### src/design/esc_pkg.sv
// shared constants and types for the event status capture bank
package esc_pkg;

  // ------------------------------------------------------------
  // register offsets (7-bit register address)
  // ------------------------------------------------------------
  localparam logic [6:0] ESC_SYS_CAPT_EN_OFS   = 7'h04;
  localparam logic [6:0] ESC_GLOBAL_SUM_OFS    = 7'h60;
  localparam logic [6:0] ESC_CAN_TRX_FLAGS_OFS = 7'h63;
  localparam logic [6:0] ESC_WAKE_FLAGS_OFS    = 7'h64;
  localparam logic [6:0] ESC_BUS_FLAGS_OFS     = 7'h65;
  localparam logic [6:0] ESC_REG_FLAGS_OFS     = 7'h66;

  // ------------------------------------------------------------
  // field positions
  // ------------------------------------------------------------
  // can transceiver event flags
  localparam int ESC_CAN_OVERTEMP_BIT = 2;
  localparam int ESC_TRX_FAIL_BIT     = 1;
  localparam int ESC_CAN_WAKE_BIT     = 0;
  localparam int ESC_CAN_W            = 3;
  // wake event flags
  localparam int ESC_EXT_WAKE_BIT     = 2;
  localparam int ESC_RISE_WAKE_BIT    = 1;
  localparam int ESC_FALL_WAKE_BIT    = 0;
  localparam int ESC_WAKE_W           = 3;
  // bus failure flags
  localparam int ESC_BUS_TIMEOUT_BIT  = 1;
  localparam int ESC_BUS_SHORT_BIT    = 0;
  localparam int ESC_BUS_W            = 2;
  // regulator event flags
  localparam int ESC_MAIN_OT_BIT      = 7;
  localparam int ESC_MAIN_PW_BIT      = 6;
  localparam int ESC_MAIN_OV_BIT      = 5;
  localparam int ESC_MAIN_UV_BIT      = 4;
  localparam int ESC_SENS_OT_BIT      = 3;
  localparam int ESC_SENS_PW_BIT      = 2;
  localparam int ESC_SENS_OV_BIT      = 1;
  localparam int ESC_SENS_UV_BIT      = 0;
  localparam int ESC_REG_W            = 8;
  // system capture enable
  localparam int ESC_BATT_UV_EN_BIT   = 6;
  localparam int ESC_IO_UV_EN_BIT     = 3;
  localparam int ESC_PREWARN_EN_BIT   = 2;
  localparam int ESC_SPI_FAIL_EN_BIT  = 1;
  localparam int ESC_RST_SEL_BIT      = 0;
  localparam logic [7:0] ESC_SYS_CAPT_EN_MASK = 8'h4f;
  // global summary group positions
  localparam int ESC_SUM_BUS_BIT      = 5;
  localparam int ESC_SUM_WAKE_BIT     = 4 - 1;
  localparam int ESC_SUM_CAN_BIT      = 2;
  localparam int ESC_SUM_REG_BIT      = 1;

  // ------------------------------------------------------------
  // reset values
  // ------------------------------------------------------------
  localparam logic [7:0] ESC_SYS_CAPT_EN_RST = 8'h01;
  localparam logic [7:0] ESC_FLAGS_RST       = 8'h00;

  // ------------------------------------------------------------
  // timing
  // ------------------------------------------------------------
  localparam int ESC_CLK_KHZ        = 10000;
  localparam int ESC_SENS_OV_DEB_US = 20;
  localparam int ESC_SENS_UV_DEB_US = 20;
  localparam int ESC_SENS_OV_DEB_CYC = (ESC_SENS_OV_DEB_US * ESC_CLK_KHZ + 999) / 1000;
  localparam int ESC_SENS_UV_DEB_CYC = (ESC_SENS_UV_DEB_US * ESC_CLK_KHZ + 999) / 1000;
  localparam int ESC_DEB_CNT_W      = 16;

  // ------------------------------------------------------------
  // types
  // ------------------------------------------------------------
  typedef enum logic [1:0] {
    ESC_CAN_OFFLINE,
    ESC_CAN_NORMAL,
    ESC_CAN_REDUCED,
    ESC_CAN_SILENT
  } esc_can_mode_t;

endpackage

### src/design/esc_flag_if.sv
// set, clear and state lines of one bank of sticky event flags
`timescale 1ns/1ps
interface esc_flag_if #(
  parameter int W = 8
);
  logic [W-1:0] set;
  logic [W-1:0] clr;
  logic [W-1:0] flag;

  modport bank (
    input  set,
    input  clr,
    output flag
  );

  modport ctl (
    output set,
    output clr,
    input  flag
  );
endinterface

### src/design/esc_flag_bank.sv
// one bank of write-one-to-clear sticky event flags
`timescale 1ns/1ps
module esc_flag_bank #(
  parameter int           W         = 8,
  parameter logic [W-1:0] SLEEP_CLR = '0
) (
  input  wire logic clk_i,
  input  wire logic rst_i,
  input  wire logic sleep_clr_i,
  esc_flag_if.bank  fl
);
  import esc_pkg::*;

  logic [W-1:0] flag_reg;
  logic [W-1:0] flag_next;
  logic [W-1:0] kill;

  // a set in the clear cycle wins, so no event is lost
  always_comb
  begin
    kill      = fl.clr | (sleep_clr_i ? SLEEP_CLR : '0);
    flag_next = (flag_reg & ~kill) | fl.set;
  end

  always_ff @(posedge clk_i)
  begin
    if (rst_i)
      flag_reg <= ESC_FLAGS_RST[W-1:0];
    else
      flag_reg <= flag_next;
  end

  assign fl.flag = flag_reg;
endmodule

### src/design/esc_debounce.sv
// persistence filter: output rises once input held for CYC cycles
`timescale 1ns/1ps
module esc_debounce #(
  parameter int CYC = 200
) (
  input  wire logic clk_i,
  input  wire logic rst_i,
  input  wire logic level_i,
  output logic      held_o
);
  import esc_pkg::*;

  localparam logic [ESC_DEB_CNT_W-1:0] LIMIT = ESC_DEB_CNT_W'(CYC);

  logic [ESC_DEB_CNT_W-1:0] cnt_reg;
  logic [ESC_DEB_CNT_W-1:0] cnt_next;
  logic                     held_reg;
  logic                     held_next;

  // any drop restarts the count; a glitch never reaches the flag
  always_comb
  begin
    cnt_next  = cnt_reg;
    held_next = 1'b0;
    if (!level_i)
      cnt_next = '0;
    else if (cnt_reg < LIMIT)
      cnt_next = cnt_reg + 1'b1;
    if (level_i && (cnt_reg >= LIMIT))
      held_next = 1'b1;
  end

  always_ff @(posedge clk_i)
  begin
    if (rst_i)
    begin
      cnt_reg  <= '0;
      held_reg <= 1'b0;
    end
    else
    begin
      cnt_reg  <= cnt_next;
      held_reg <= held_next;
    end
  end

  assign held_o = held_reg;
endmodule

### src/design/esc_event_bank.sv
// event status capture bank: sticky event flags, capture enables, readback
`timescale 1ns/1ps
module esc_event_bank (
  input  wire logic                  clk_i,
  input  wire logic                  rst_i,
  // register access from the serial port decoder
  input  wire logic [6:0]            reg_addr_i,
  input  wire logic [7:0]            reg_wdata_i,
  input  wire logic                  reg_wr_i,
  input  wire logic                  reg_rd_i,
  output logic [7:0]                 reg_rdata_o,
  // device state from on-chip logic
  input  wire esc_pkg::esc_can_mode_t can_mode_i,
  input  wire logic                  uv_sleep_i,
  // capture enables held in neighbouring registers
  input  wire logic                  trx_fail_en_i,
  input  wire logic                  rx_clamp_en_i,
  input  wire logic                  can_wake_en_i,
  input  wire logic                  ext_wake_en_i,
  input  wire logic                  rise_wake_en_i,
  input  wire logic                  fall_wake_en_i,
  input  wire logic                  main_ov_en_i,
  input  wire logic                  main_uv_en_i,
  input  wire logic                  sens_ov_en_i,
  input  wire logic                  sens_uv_en_i,
  // raw detector levels, asynchronous to clk_i
  input  wire logic                  can_overtemp_i,
  input  wire logic                  txd_clamp_i,
  input  wire logic                  vcc_uv_trx_i,
  input  wire logic                  rxd_rec_clamp_i,
  input  wire logic                  can_wake_i,
  input  wire logic                  lin2_wake_i,
  input  wire logic                  wake_pin_i,
  input  wire logic                  bus_dom_timeout_i,
  input  wire logic                  bus_short_i,
  input  wire logic                  main_reg_ot_i,
  input  wire logic                  main_reg_pw_i,
  input  wire logic                  main_ov_i,
  input  wire logic                  main_uv_i,
  input  wire logic                  sens_reg_ot_i,
  input  wire logic                  sens_reg_pw_i,
  input  wire logic                  sens_ov_i,
  input  wire logic                  sens_uv_i,
  // outputs to the rest of the chip
  output logic [7:0]                 global_summary_o,
  output logic                       sensor_reg_disable_o,
  output logic                       battery_undervolt_capture_en_o,
  output logic                       io_undervolt_capture_en_o,
  output logic                       prewarn_capture_en_o,
  output logic                       serial_fail_detect_en_o,
  output logic                       reset_threshold_select_o
);
  import esc_pkg::*;

  localparam int RAW_W = 17;

  // ------------------------------------------------------------
  // input synchronisers
  // ------------------------------------------------------------
  logic [RAW_W-1:0] raw;
  logic [RAW_W-1:0] sync1_reg;
  logic [RAW_W-1:0] sync2_reg;
  logic [RAW_W-1:0] sync1_next;
  logic [RAW_W-1:0] sync2_next;
  logic             wake_prev_reg;
  logic             wake_prev_next;

  // gather every detector level so one synchroniser covers them
  assign raw = {can_overtemp_i, txd_clamp_i, vcc_uv_trx_i, rxd_rec_clamp_i,
                can_wake_i, lin2_wake_i, wake_pin_i, bus_dom_timeout_i,
                bus_short_i, main_reg_ot_i, main_reg_pw_i, main_ov_i,
                main_uv_i, sens_reg_ot_i, sens_reg_pw_i, sens_ov_i, sens_uv_i};

  // first stage feeds only the second; edge logic looks at stage two
  always_comb
  begin
    sync1_next     = raw;
    sync2_next     = sync1_reg;
    wake_prev_next = sync2_reg[10];
  end

  // stages run through reset so the edge detector starts at the pin level:
  // a pin already high at release gives no false rising edge
  always_ff @(posedge clk_i)
  begin
    sync1_reg     <= sync1_next;
    sync2_reg     <= sync2_next;
    wake_prev_reg <= wake_prev_next;
  end

  logic s_can_ot;
  logic s_txd_clamp;
  logic s_vcc_uv;
  logic s_rxd_clamp;
  logic s_can_wake;
  logic s_lin2_wake;
  logic s_wake_pin;
  logic s_bus_to;
  logic s_bus_short;
  logic s_main_ot;
  logic s_main_pw;
  logic s_main_ov;
  logic s_main_uv;
  logic s_sens_ot;
  logic s_sens_pw;
  logic s_sens_ov;
  logic s_sens_uv;

  // named views of the synchronised levels
  assign {s_can_ot, s_txd_clamp, s_vcc_uv, s_rxd_clamp, s_can_wake,
          s_lin2_wake, s_wake_pin, s_bus_to, s_bus_short, s_main_ot,
          s_main_pw, s_main_ov, s_main_uv, s_sens_ot, s_sens_pw,
          s_sens_ov, s_sens_uv} = sync2_reg;

  // ------------------------------------------------------------
  // sensor supply persistence filters
  // ------------------------------------------------------------
  logic sens_ov_held;
  logic sens_uv_held;

  esc_debounce #(
    .CYC (ESC_SENS_OV_DEB_CYC)
  ) u_sens_ov_deb (
    .clk_i   (clk_i),
    .rst_i   (rst_i),
    .level_i (s_sens_ov),
    .held_o  (sens_ov_held)
  );

  esc_debounce #(
    .CYC (ESC_SENS_UV_DEB_CYC)
  ) u_sens_uv_deb (
    .clk_i   (clk_i),
    .rst_i   (rst_i),
    .level_i (s_sens_uv),
    .held_o  (sens_uv_held)
  );

  // ------------------------------------------------------------
  // system capture enable register
  // ------------------------------------------------------------
  logic [7:0] sys_capt_en_reg;
  logic [7:0] sys_capt_en_next;
  logic       prewarn_en;

  // reserved bits are masked off so they always read zero
  always_comb
  begin
    sys_capt_en_next = sys_capt_en_reg;
    if (reg_wr_i && (reg_addr_i == ESC_SYS_CAPT_EN_OFS))
      sys_capt_en_next = reg_wdata_i & ESC_SYS_CAPT_EN_MASK;
  end

  always_ff @(posedge clk_i)
  begin
    if (rst_i)
      sys_capt_en_reg <= ESC_SYS_CAPT_EN_RST;
    else
      sys_capt_en_reg <= sys_capt_en_next;
  end

  assign prewarn_en = sys_capt_en_reg[ESC_PREWARN_EN_BIT];

  // enables leave as plain levels for the owning functions
  assign battery_undervolt_capture_en_o = sys_capt_en_reg[ESC_BATT_UV_EN_BIT];
  assign io_undervolt_capture_en_o      = sys_capt_en_reg[ESC_IO_UV_EN_BIT];
  assign prewarn_capture_en_o           = prewarn_en;
  assign serial_fail_detect_en_o        = sys_capt_en_reg[ESC_SPI_FAIL_EN_BIT];
  // one picks transceiver-level vcc uv, zero the io-level threshold
  assign reset_threshold_select_o       = sys_capt_en_reg[ESC_RST_SEL_BIT];

  // ------------------------------------------------------------
  // event flag banks
  // ------------------------------------------------------------
  esc_flag_if #(.W(ESC_CAN_W))  can_fl ();
  esc_flag_if #(.W(ESC_WAKE_W)) wake_fl ();
  esc_flag_if #(.W(ESC_BUS_W))  bus_fl ();
  esc_flag_if #(.W(ESC_REG_W))  reg_fl ();

  logic wr_can;
  logic wr_wake;
  logic wr_bus;
  logic wr_reg;

  // write-one clears, decoded per bank; zeros clear nothing
  assign wr_can  = reg_wr_i && (reg_addr_i == ESC_CAN_TRX_FLAGS_OFS);
  assign wr_wake = reg_wr_i && (reg_addr_i == ESC_WAKE_FLAGS_OFS);
  assign wr_bus  = reg_wr_i && (reg_addr_i == ESC_BUS_FLAGS_OFS);
  assign wr_reg  = reg_wr_i && (reg_addr_i == ESC_REG_FLAGS_OFS);

  assign can_fl.clr  = wr_can  ? reg_wdata_i[ESC_CAN_W-1:0]  : '0;
  assign wake_fl.clr = wr_wake ? reg_wdata_i[ESC_WAKE_W-1:0] : '0;
  assign bus_fl.clr  = wr_bus  ? reg_wdata_i[ESC_BUS_W-1:0]  : '0;
  assign reg_fl.clr  = wr_reg  ? reg_wdata_i                 : '0;

  // can transceiver failure causes, each qualified by the current can mode
  logic mode_norm;
  logic mode_norm_red;
  logic mode_rx_live;
  logic trx_cause;

  assign mode_norm     = (can_mode_i == ESC_CAN_NORMAL);
  assign mode_norm_red = mode_norm || (can_mode_i == ESC_CAN_REDUCED);
  assign mode_rx_live  = mode_norm_red || (can_mode_i == ESC_CAN_SILENT);

  assign trx_cause = (s_txd_clamp && mode_norm)
                  || (s_vcc_uv && mode_norm_red)
                  || (s_rxd_clamp && rx_clamp_en_i && mode_rx_live);

  assign can_fl.set[ESC_CAN_OVERTEMP_BIT] = s_can_ot;
  assign can_fl.set[ESC_TRX_FAIL_BIT]     = trx_fail_en_i && trx_cause;
  assign can_fl.set[ESC_CAN_WAKE_BIT]     = can_wake_en_i && s_can_wake;

  // wake pin edges come from the synchronised level only
  assign wake_fl.set[ESC_EXT_WAKE_BIT]  = ext_wake_en_i && s_lin2_wake;
  assign wake_fl.set[ESC_RISE_WAKE_BIT] = rise_wake_en_i
                                        && s_wake_pin && !wake_prev_reg;
  assign wake_fl.set[ESC_FALL_WAKE_BIT] = fall_wake_en_i
                                        && !s_wake_pin && wake_prev_reg;

  assign bus_fl.set[ESC_BUS_TIMEOUT_BIT] = s_bus_to;
  assign bus_fl.set[ESC_BUS_SHORT_BIT]   = s_bus_short;

  assign reg_fl.set[ESC_MAIN_OT_BIT] = s_main_ot;
  assign reg_fl.set[ESC_MAIN_PW_BIT] = prewarn_en && s_main_pw;
  assign reg_fl.set[ESC_MAIN_OV_BIT] = main_ov_en_i && s_main_ov;
  assign reg_fl.set[ESC_MAIN_UV_BIT] = main_uv_en_i && s_main_uv;
  assign reg_fl.set[ESC_SENS_OT_BIT] = s_sens_ot;
  assign reg_fl.set[ESC_SENS_PW_BIT] = prewarn_en && s_sens_pw;
  assign reg_fl.set[ESC_SENS_OV_BIT] = sens_ov_en_i && sens_ov_held;
  assign reg_fl.set[ESC_SENS_UV_BIT] = sens_uv_en_i && sens_uv_held;

  // uv forced sleep wipes only the failure and local wake flags
  localparam logic [ESC_CAN_W-1:0] CAN_SLEEP_CLR =
    ESC_CAN_W'(1 << ESC_TRX_FAIL_BIT);
  localparam logic [ESC_WAKE_W-1:0] WAKE_SLEEP_CLR =
    ESC_WAKE_W'((1 << ESC_RISE_WAKE_BIT) | (1 << ESC_FALL_WAKE_BIT));

  esc_flag_bank #(
    .W         (ESC_CAN_W),
    .SLEEP_CLR (CAN_SLEEP_CLR)
  ) u_can_flags (
    .clk_i       (clk_i),
    .rst_i       (rst_i),
    .sleep_clr_i (uv_sleep_i),
    .fl          (can_fl.bank)
  );

  esc_flag_bank #(
    .W         (ESC_WAKE_W),
    .SLEEP_CLR (WAKE_SLEEP_CLR)
  ) u_wake_flags (
    .clk_i       (clk_i),
    .rst_i       (rst_i),
    .sleep_clr_i (uv_sleep_i),
    .fl          (wake_fl.bank)
  );

  esc_flag_bank #(
    .W         (ESC_BUS_W),
    .SLEEP_CLR ('0)
  ) u_bus_flags (
    .clk_i       (clk_i),
    .rst_i       (rst_i),
    .sleep_clr_i (uv_sleep_i),
    .fl          (bus_fl.bank)
  );

  esc_flag_bank #(
    .W         (ESC_REG_W),
    .SLEEP_CLR ('0)
  ) u_reg_flags (
    .clk_i       (clk_i),
    .rst_i       (rst_i),
    .sleep_clr_i (uv_sleep_i),
    .fl          (reg_fl.bank)
  );

  // sensor regulator stays off while its overvoltage flag stands
  assign sensor_reg_disable_o = reg_fl.flag[ESC_SENS_OV_BIT];

  // ------------------------------------------------------------
  // global summary
  // ------------------------------------------------------------
  logic [7:0] summary;

  // bits owned by blocks outside this bank read zero here
  always_comb
  begin
    summary                   = 8'h00;
    summary[ESC_SUM_BUS_BIT]  = |bus_fl.flag;
    summary[ESC_SUM_WAKE_BIT] = |wake_fl.flag;
    summary[ESC_SUM_CAN_BIT]  = |can_fl.flag;
    summary[ESC_SUM_REG_BIT]  = |reg_fl.flag;
  end

  assign global_summary_o = summary;

  // ------------------------------------------------------------
  // read port
  // ------------------------------------------------------------
  logic [7:0] rdata_reg;
  logic [7:0] rdata_next;

  // data registered one cycle after the read strobe, held until
  // the next read; unmapped offsets answer zero
  always_comb
  begin
    rdata_next = rdata_reg;
    if (reg_rd_i)
    begin
      case (reg_addr_i)
        ESC_SYS_CAPT_EN_OFS:   rdata_next = sys_capt_en_reg;
        ESC_GLOBAL_SUM_OFS:    rdata_next = summary;
        ESC_CAN_TRX_FLAGS_OFS: rdata_next = 8'(can_fl.flag);
        ESC_WAKE_FLAGS_OFS:    rdata_next = 8'(wake_fl.flag);
        ESC_BUS_FLAGS_OFS:     rdata_next = 8'(bus_fl.flag);
        ESC_REG_FLAGS_OFS:     rdata_next = reg_fl.flag;
        default:               rdata_next = 8'h00;
      endcase
    end
  end

  always_ff @(posedge clk_i)
  begin
    if (rst_i)
      rdata_reg <= 8'h00;
    else
      rdata_reg <= rdata_next;
  end

  assign reg_rdata_o = rdata_reg;
endmodule

### config.mk
export PLATFORM = sky130hd
export DESIGN_NAME = esc_event_bank
export DESIGN_NICKNAME = d
export VERILOG_FILES = /design/src/design/esc_pkg.sv /design/src/design/esc_flag_if.sv /design/src/design/esc_flag_bank.sv /design/src/design/esc_debounce.sv /design/src/design/esc_event_bank.sv
export SDC_FILE = /design/constraint.sdc
export NUM_CORES = 1
export LEC_CHECK = 0
export BUFFER_PORTS_ARGS = -buffer_cell sky130_fd_sc_hd__buf_2
export CAP_MARGIN = 0
export CELL_PAD_IN_SITES_DETAIL_PLACEMENT = 0
export CELL_PAD_IN_SITES_GLOBAL_PLACEMENT = 2
export CORE_AREA = 2 2 101 103
export CTS_BUF_LIST = sky130_fd_sc_hd__clkbuf_8
export CTS_CLUSTER_SIZE = 24
export DETAILED_ROUTE_END_ITERATION = 6
export DIE_AREA = 0 0 103 105
export PLACE_DENSITY = 0.85
export SKIP_CTS_REPAIR_TIMING = 1
export SYNTH_ARGS = -nofsm -noshare
export SYNTH_HDL_FRONTEND = slang
export SYNTH_SLANG_ARGS = --single-unit
### constraint.sdc
create_clock -name clk_i -period 4.9 [get_ports clk_i]
set_input_delay 1.225 -clock clk_i [delete_from_list [all_inputs] [get_ports clk_i]]
set_output_delay 1.225 -clock clk_i [all_outputs]
set_load 0.03 [all_outputs]
**Word level (Yosys, flattened, before mapping)**

Cells that the tools add are included.

- Logic and storage cells: 89
- Input port bits: 49
- Register bits after elaboration: 98
- Output and inout bits: 22

- Reduce and logical (&&, ||, !) cells: 36
- Add/subtract/negate cells: 2
- Equal/unequal tests: 9
- Bitwise logic cells: 16
- Order comparisons: 4
- Mux-type cells: 9

Operators with widths:

| cell | number |
|---|---|
| $pmux W8 S6 | 1 |
| $eq A7 B7 Y1 const B | 5 |
| $add A16 B1 Y16 const B | 2 |
| $ge A16 B8 Y1 const B | 2 |
| $lt A16 B8 Y1 const B | 2 |
| $logic_and A1 B1 Y1 | 24 |
| $or A3 B3 Y3 | 4 |
| $and A8 B8 Y8 | 1 |
| $mux W8 | 1 |
| $not A8 Y8 | 1 |
| $or A8 B8 Y8 | 1 |
| $reduce_or A8 Y1 | 1 |
| $eq A7 B3 Y1 const B | 1 |
| $and A3 B3 Y3 | 2 |
| $mux W2 | 3 |
| $mux W3 | 2 |
| $not A3 Y3 | 2 |
| $reduce_or A2 Y1 | 3 |
| $reduce_or A3 Y1 | 2 |
| $eq A2 B2 Y1 const B | 2 |
| $logic_or A1 B1 Y1 | 4 |
| $and A2 B2 Y2 | 1 |
| $eq A2 B1 Y1 const B | 1 |
| $logic_not A1 Y1 | 2 |
| 4 further kinds | 6 |

**Depth between registers and ports, before layout**

- Word-level depth: 7
- Mapped depth: 6

**By module**

Synthesis repeated with hierarchy kept, for this count alone.

- Cells, all modules: 382
- Area total of the unflattened synthesis: 3,930.0 um^2

By module, submodules not included:

| module | area each (um^2) | seq. area each (um^2) | instances | cells an instance |
|---|---|---|---|---|
| esc_event_bank | 1,856.8 | 960.9 | 1 | 185 |
| esc_debounce | 701.9 | 340.3 | 2 | 66 |
| esc_flag_bank at u_reg_flags | 381.6 | 160.2 | 1 | 33 |
| esc_flag_bank at u_wake_flags | 110.1 | 60.1 | 1 | 12 |
| esc_flag_bank at u_can_flags | 107.6 | 60.1 | 1 | 12 |
| esc_flag_bank at u_bus_flags | 70.1 | 40.0 | 1 | 8 |

**Worst setup path before layout**

Ideal clock, no wire load.

- Path type: input-to-reg
- From: input port reg_addr_i[2]
- To: register sys_capt_en_reg[0]
- Library setup time: 120 ps
- Slack: 2,262 ps
- Stages on the path: 5
- Arrival time: 2,518 ps
- Cells stage by stage: buf_2 > or3b_1 > or3_1 > clkbuf_1 > a211o_1

- Cells in the longest elaborated chain, start to end: 2

Ends and longest elaborated chain:

| item | RTL line | text |
|---|---|---|
| from (decl) | esc_event_bank.sv:7 | `input wire logic [6:0] reg_addr_i,` |
| $eq A7 B3 Y1 | esc_event_bank.sv:150 | `if (reg_wr_i && (reg_addr_i == ESC_SYS_CAPT_EN_OFS))` |
| $logic_and A1 B1 Y1 | esc_event_bank.sv:150 |  |
| to (signal assigned) | esc_event_bank.sv:159 | `sys_capt_en_reg <= sys_capt_en_next;` |
| to (decl) | esc_event_bank.sv:142 | `logic [7:0] sys_capt_en_reg;` |

No other way between the ends.
A chain may end at the register's enable or synchronous reset.

**Worst setup path after layout**

- From: register u_reg_flags.flag_reg[4] (netlist: u_reg_flags.fl.flag[4])
- To: output port global_summary_o[1]

- Cells in the longest elaborated chain, start to end: 1

Ends and longest elaborated chain:

| item | RTL line | text |
|---|---|---|
| from (decl) | esc_flag_bank.sv:14 | `logic [W-1:0] flag_reg;` |
| from (signal assigned) | esc_flag_bank.sv:28 | `flag_reg <= ESC_FLAGS_RST[W-1:0];` |
| from (signal assigned) | esc_flag_bank.sv:30 | `flag_reg <= flag_next;` |
| $reduce_or A8 Y1 | esc_event_bank.sv:294 | `summary[ESC_SUM_REG_BIT] = \|reg_fl.flag;` |
| to (decl) | esc_event_bank.sv:45 | `output logic [7:0] global_summary_o,` |

No other way between the ends.

==> impl_metrics.toml <==
[clock_network]
cts_tree = "yes"
cts-root-buf = "clkbuf_8"
numCtsBuffers = 9
numClockSinks = 98
cts_max_path_buffers = 2
cts-htree-levels = 3
clk_pin_slew_ns = 0.11
clk_latency_ns = 0.36

[critical_path]
slowest_delay_ns = 0.37
worst_ep_required_time_ns = 3.67
cp_num_buf_inv = 1
cp_top_family = "simple AND/OR/NAND/NOR gates"
r2r_slack_ns = 2.88
critPathLaunchType = "flip-flop"
critPathKind = "flip-flop to output port"
cp_cell_sequence = "nor4_1 > nand2_1 > buf_2"
worstSetupEndpointType = "output port"
crit_slowest_cell = "nor4_1"
path_max_fanout = 3
cp.depth = 3
arrival_ns = 1.40
r2r_cells = 4

[route]
vias = 2729
via_per_inst = 4.830
route.detailed.drc = 0
wl_per_cell_um = 13.50
drtAntennaViolNets = 0
drt-initial-drc-count = 80
wl_mm = 7.630
firstDrtPassIters = 4

[synthesis]
synth_compound_area_frac = 0.1421
synth_flop_cell = "dfxtp_1"
ys_async_sr_fraction = 0
syn_area_mm2 = 0.003530
avgSynthCellArea_um2 = 9.724
synth.distinct_cells = 49
syn_inst = 363
ys_seq_area_frac = 0.5558
synth_edf_count = 0
yosys.area_share.simple = 0.2123
yosys.area_share.xor_xnor = 0.01241
synth_top_family_by_area = "simple AND/OR/NAND/NOR gates"
synth_seq_cells = 98
yosysWarnings = 0
yosys.area_share.adder = 0.02127
synth_mux_area_frac = 0.01418

[placed_design]
pre_cts_ws_ns = 1.961
place_congestion = 0.8276
post-dp-hpwl_mm = 5.658
io_buffers = 66

[die]
rows = 36
pin_count = 71
start_util = 0.3662
core_area_mm2 = 0.009639
die-height_um = 105
die_area_mm2 = 0.01082
die_x_um = 103

[sta]
clock.fmax_ghz = 0.3816
maxSlewViolCount = 0
fin_tns_setup_ns = 0
tightest_slew_ns = 0.8223
setup_ws_ns = 2.279
finalSetupViolCount = 0
hold_viol_final = 0
slew_headroom = 0.4468
clock_skew_ns = 0.01264
rsz0062_at_grt = "no"
period_share = 0.5349
min_period_ns = 2.621

[worst_hold_path]
hold_class = "flip-flop to flip-flop"
worstHoldPathCells = 0

[pwr]
leakagePower_nw = 1.683
p_per_area_mw_per_mm2 = 346.6
peakVddDrop_uv = 129.2

[finish]
antenna_cells = 0
fillers = 994
drive_above_1_share = 0.2060
area_growth_pct = 17.76
finalNetCount = 482

[global_routing]
grt_max_degree = 34
gr-usage-all-layers = 0.1460
grt_first_pass_wirelength_mm = 12.30
antenna_found_initial = 1
overflow = 0
grt_pass1_vias = 2612

[outcome]
status = "finished, final reports clean"

[job]
cap_violations = 0
-- final cells by class --
type / instances / area (um^2) / share of cell area
Timing Repair Buffer: 66 / 330.3 / 0.07947
Clock inverter: 7 / 71.32 / 0.01716
Clock buffer: 9 / 123.9 / 0.02980
Multi-Input combinational cell: 234 / 1435 / 0.3453
Sequential cell: 98 / 1962 / 0.4720
Tap cell: 133 / 166.4 / 0.04004
Inverter: 18 / 67.56 / 0.01626
-- stage by stage --
step / util / cell area (um^2) / total power [mW] / std cells / hold WS [ns]
after floorplan: - / 3541 / 0.9075 / 366 / 0.3096
after global placement: 0.4110 / 3961 / 0.9471 / 549 / 0.3110
after detailed placement: 0.4110 / 3961 / 0.9491 / 549 / 0.3121
after CTS: 0.4312 / 4156 / 1.456 / 565 / 0.3342
after global routing: 0.4312 / 4156 / 1.504 / 565 / 0.3423
final: 0.4312 / 4156 / 1.441 / 565 / 0.3330
-- cells in the final DEF, fill, tap and decap left out, types with 4 or more instances in the layout --
cell       n
or3_1      8
nand2b_1   8
nor4_1     6
nand4_1    5
o21ai_0   11
nand3b_1   4
clkbuf_8   9
dfxtp_1   98
o21a_1     4
mux2i_1    5
nor3_1     7
conb_1     4
and2_1    16
a311oi_1  11
ha_1       6
a21oi_1   27
nand2_1   27
inv_1     18
buf_2     66
nor2_1    23
nor2b_1    4
and3_1     5
nand3_1   14
-- synth_stat cells (all sizes together), types with 5 or more instances --
cell type | count | share of area
nor3 | 7 | 0.0099
nand4 | 5 | 0.0089
buf | 5 | 0.0099
clkbuf | 11 | 0.012
dfxtp | 98 | 0.56
a311oi | 11 | 0.027
nor2 | 23 | 0.024
nand3 | 14 | 0.020
o21ai | 11 | 0.016
and2 | 17 | 0.030
nand2 | 27 | 0.029
nor4 | 6 | 0.011
inv | 18 | 0.019
ha | 6 | 0.021
a21oi | 27 | 0.038
nand2b | 8 | 0.014
mux2i | 5 | 0.014
and3 | 5 | 0.0089
or3 | 8 | 0.014
-- report_power, final --
part	switching (mW)	internal (mW)	total, mW
combinational	0.0599	0.0371	0.0970
sequential	0.0115	0.821	0.832
clock	0.312	0.200	0.511
-- per-layer routing --
metal,global-route usage,up-vias,part of all wire
li1,-,1402,-
met1,0.1944,1245,0.47
met2,0.2263,72,0.45
met3,0.03010,10,0.059
met4,0.06391,0,0.015
met5,0,-,0
-- worst paths after layout --
kind,to,start
setup / recovery,global_summary_o[1],u_reg_flags.fl.flag[4]
hold / removal,sync2_reg[10],sync1_reg[10]
setup reg to reg,u_sens_uv_deb.cnt_reg[5],u_sens_uv_deb.cnt_reg[8]
hold reg to reg,sync2_reg[10],sync1_reg[10]
-- cell families after synthesis --
family | Yosys count
mux | 5
other cells | 1
buf+inv | 34
fa+ha+maj | 6
xor+xnor | 5
simple gates | 138
flops | 98
compound gates | 76
(Power assumes the default switching activity.)
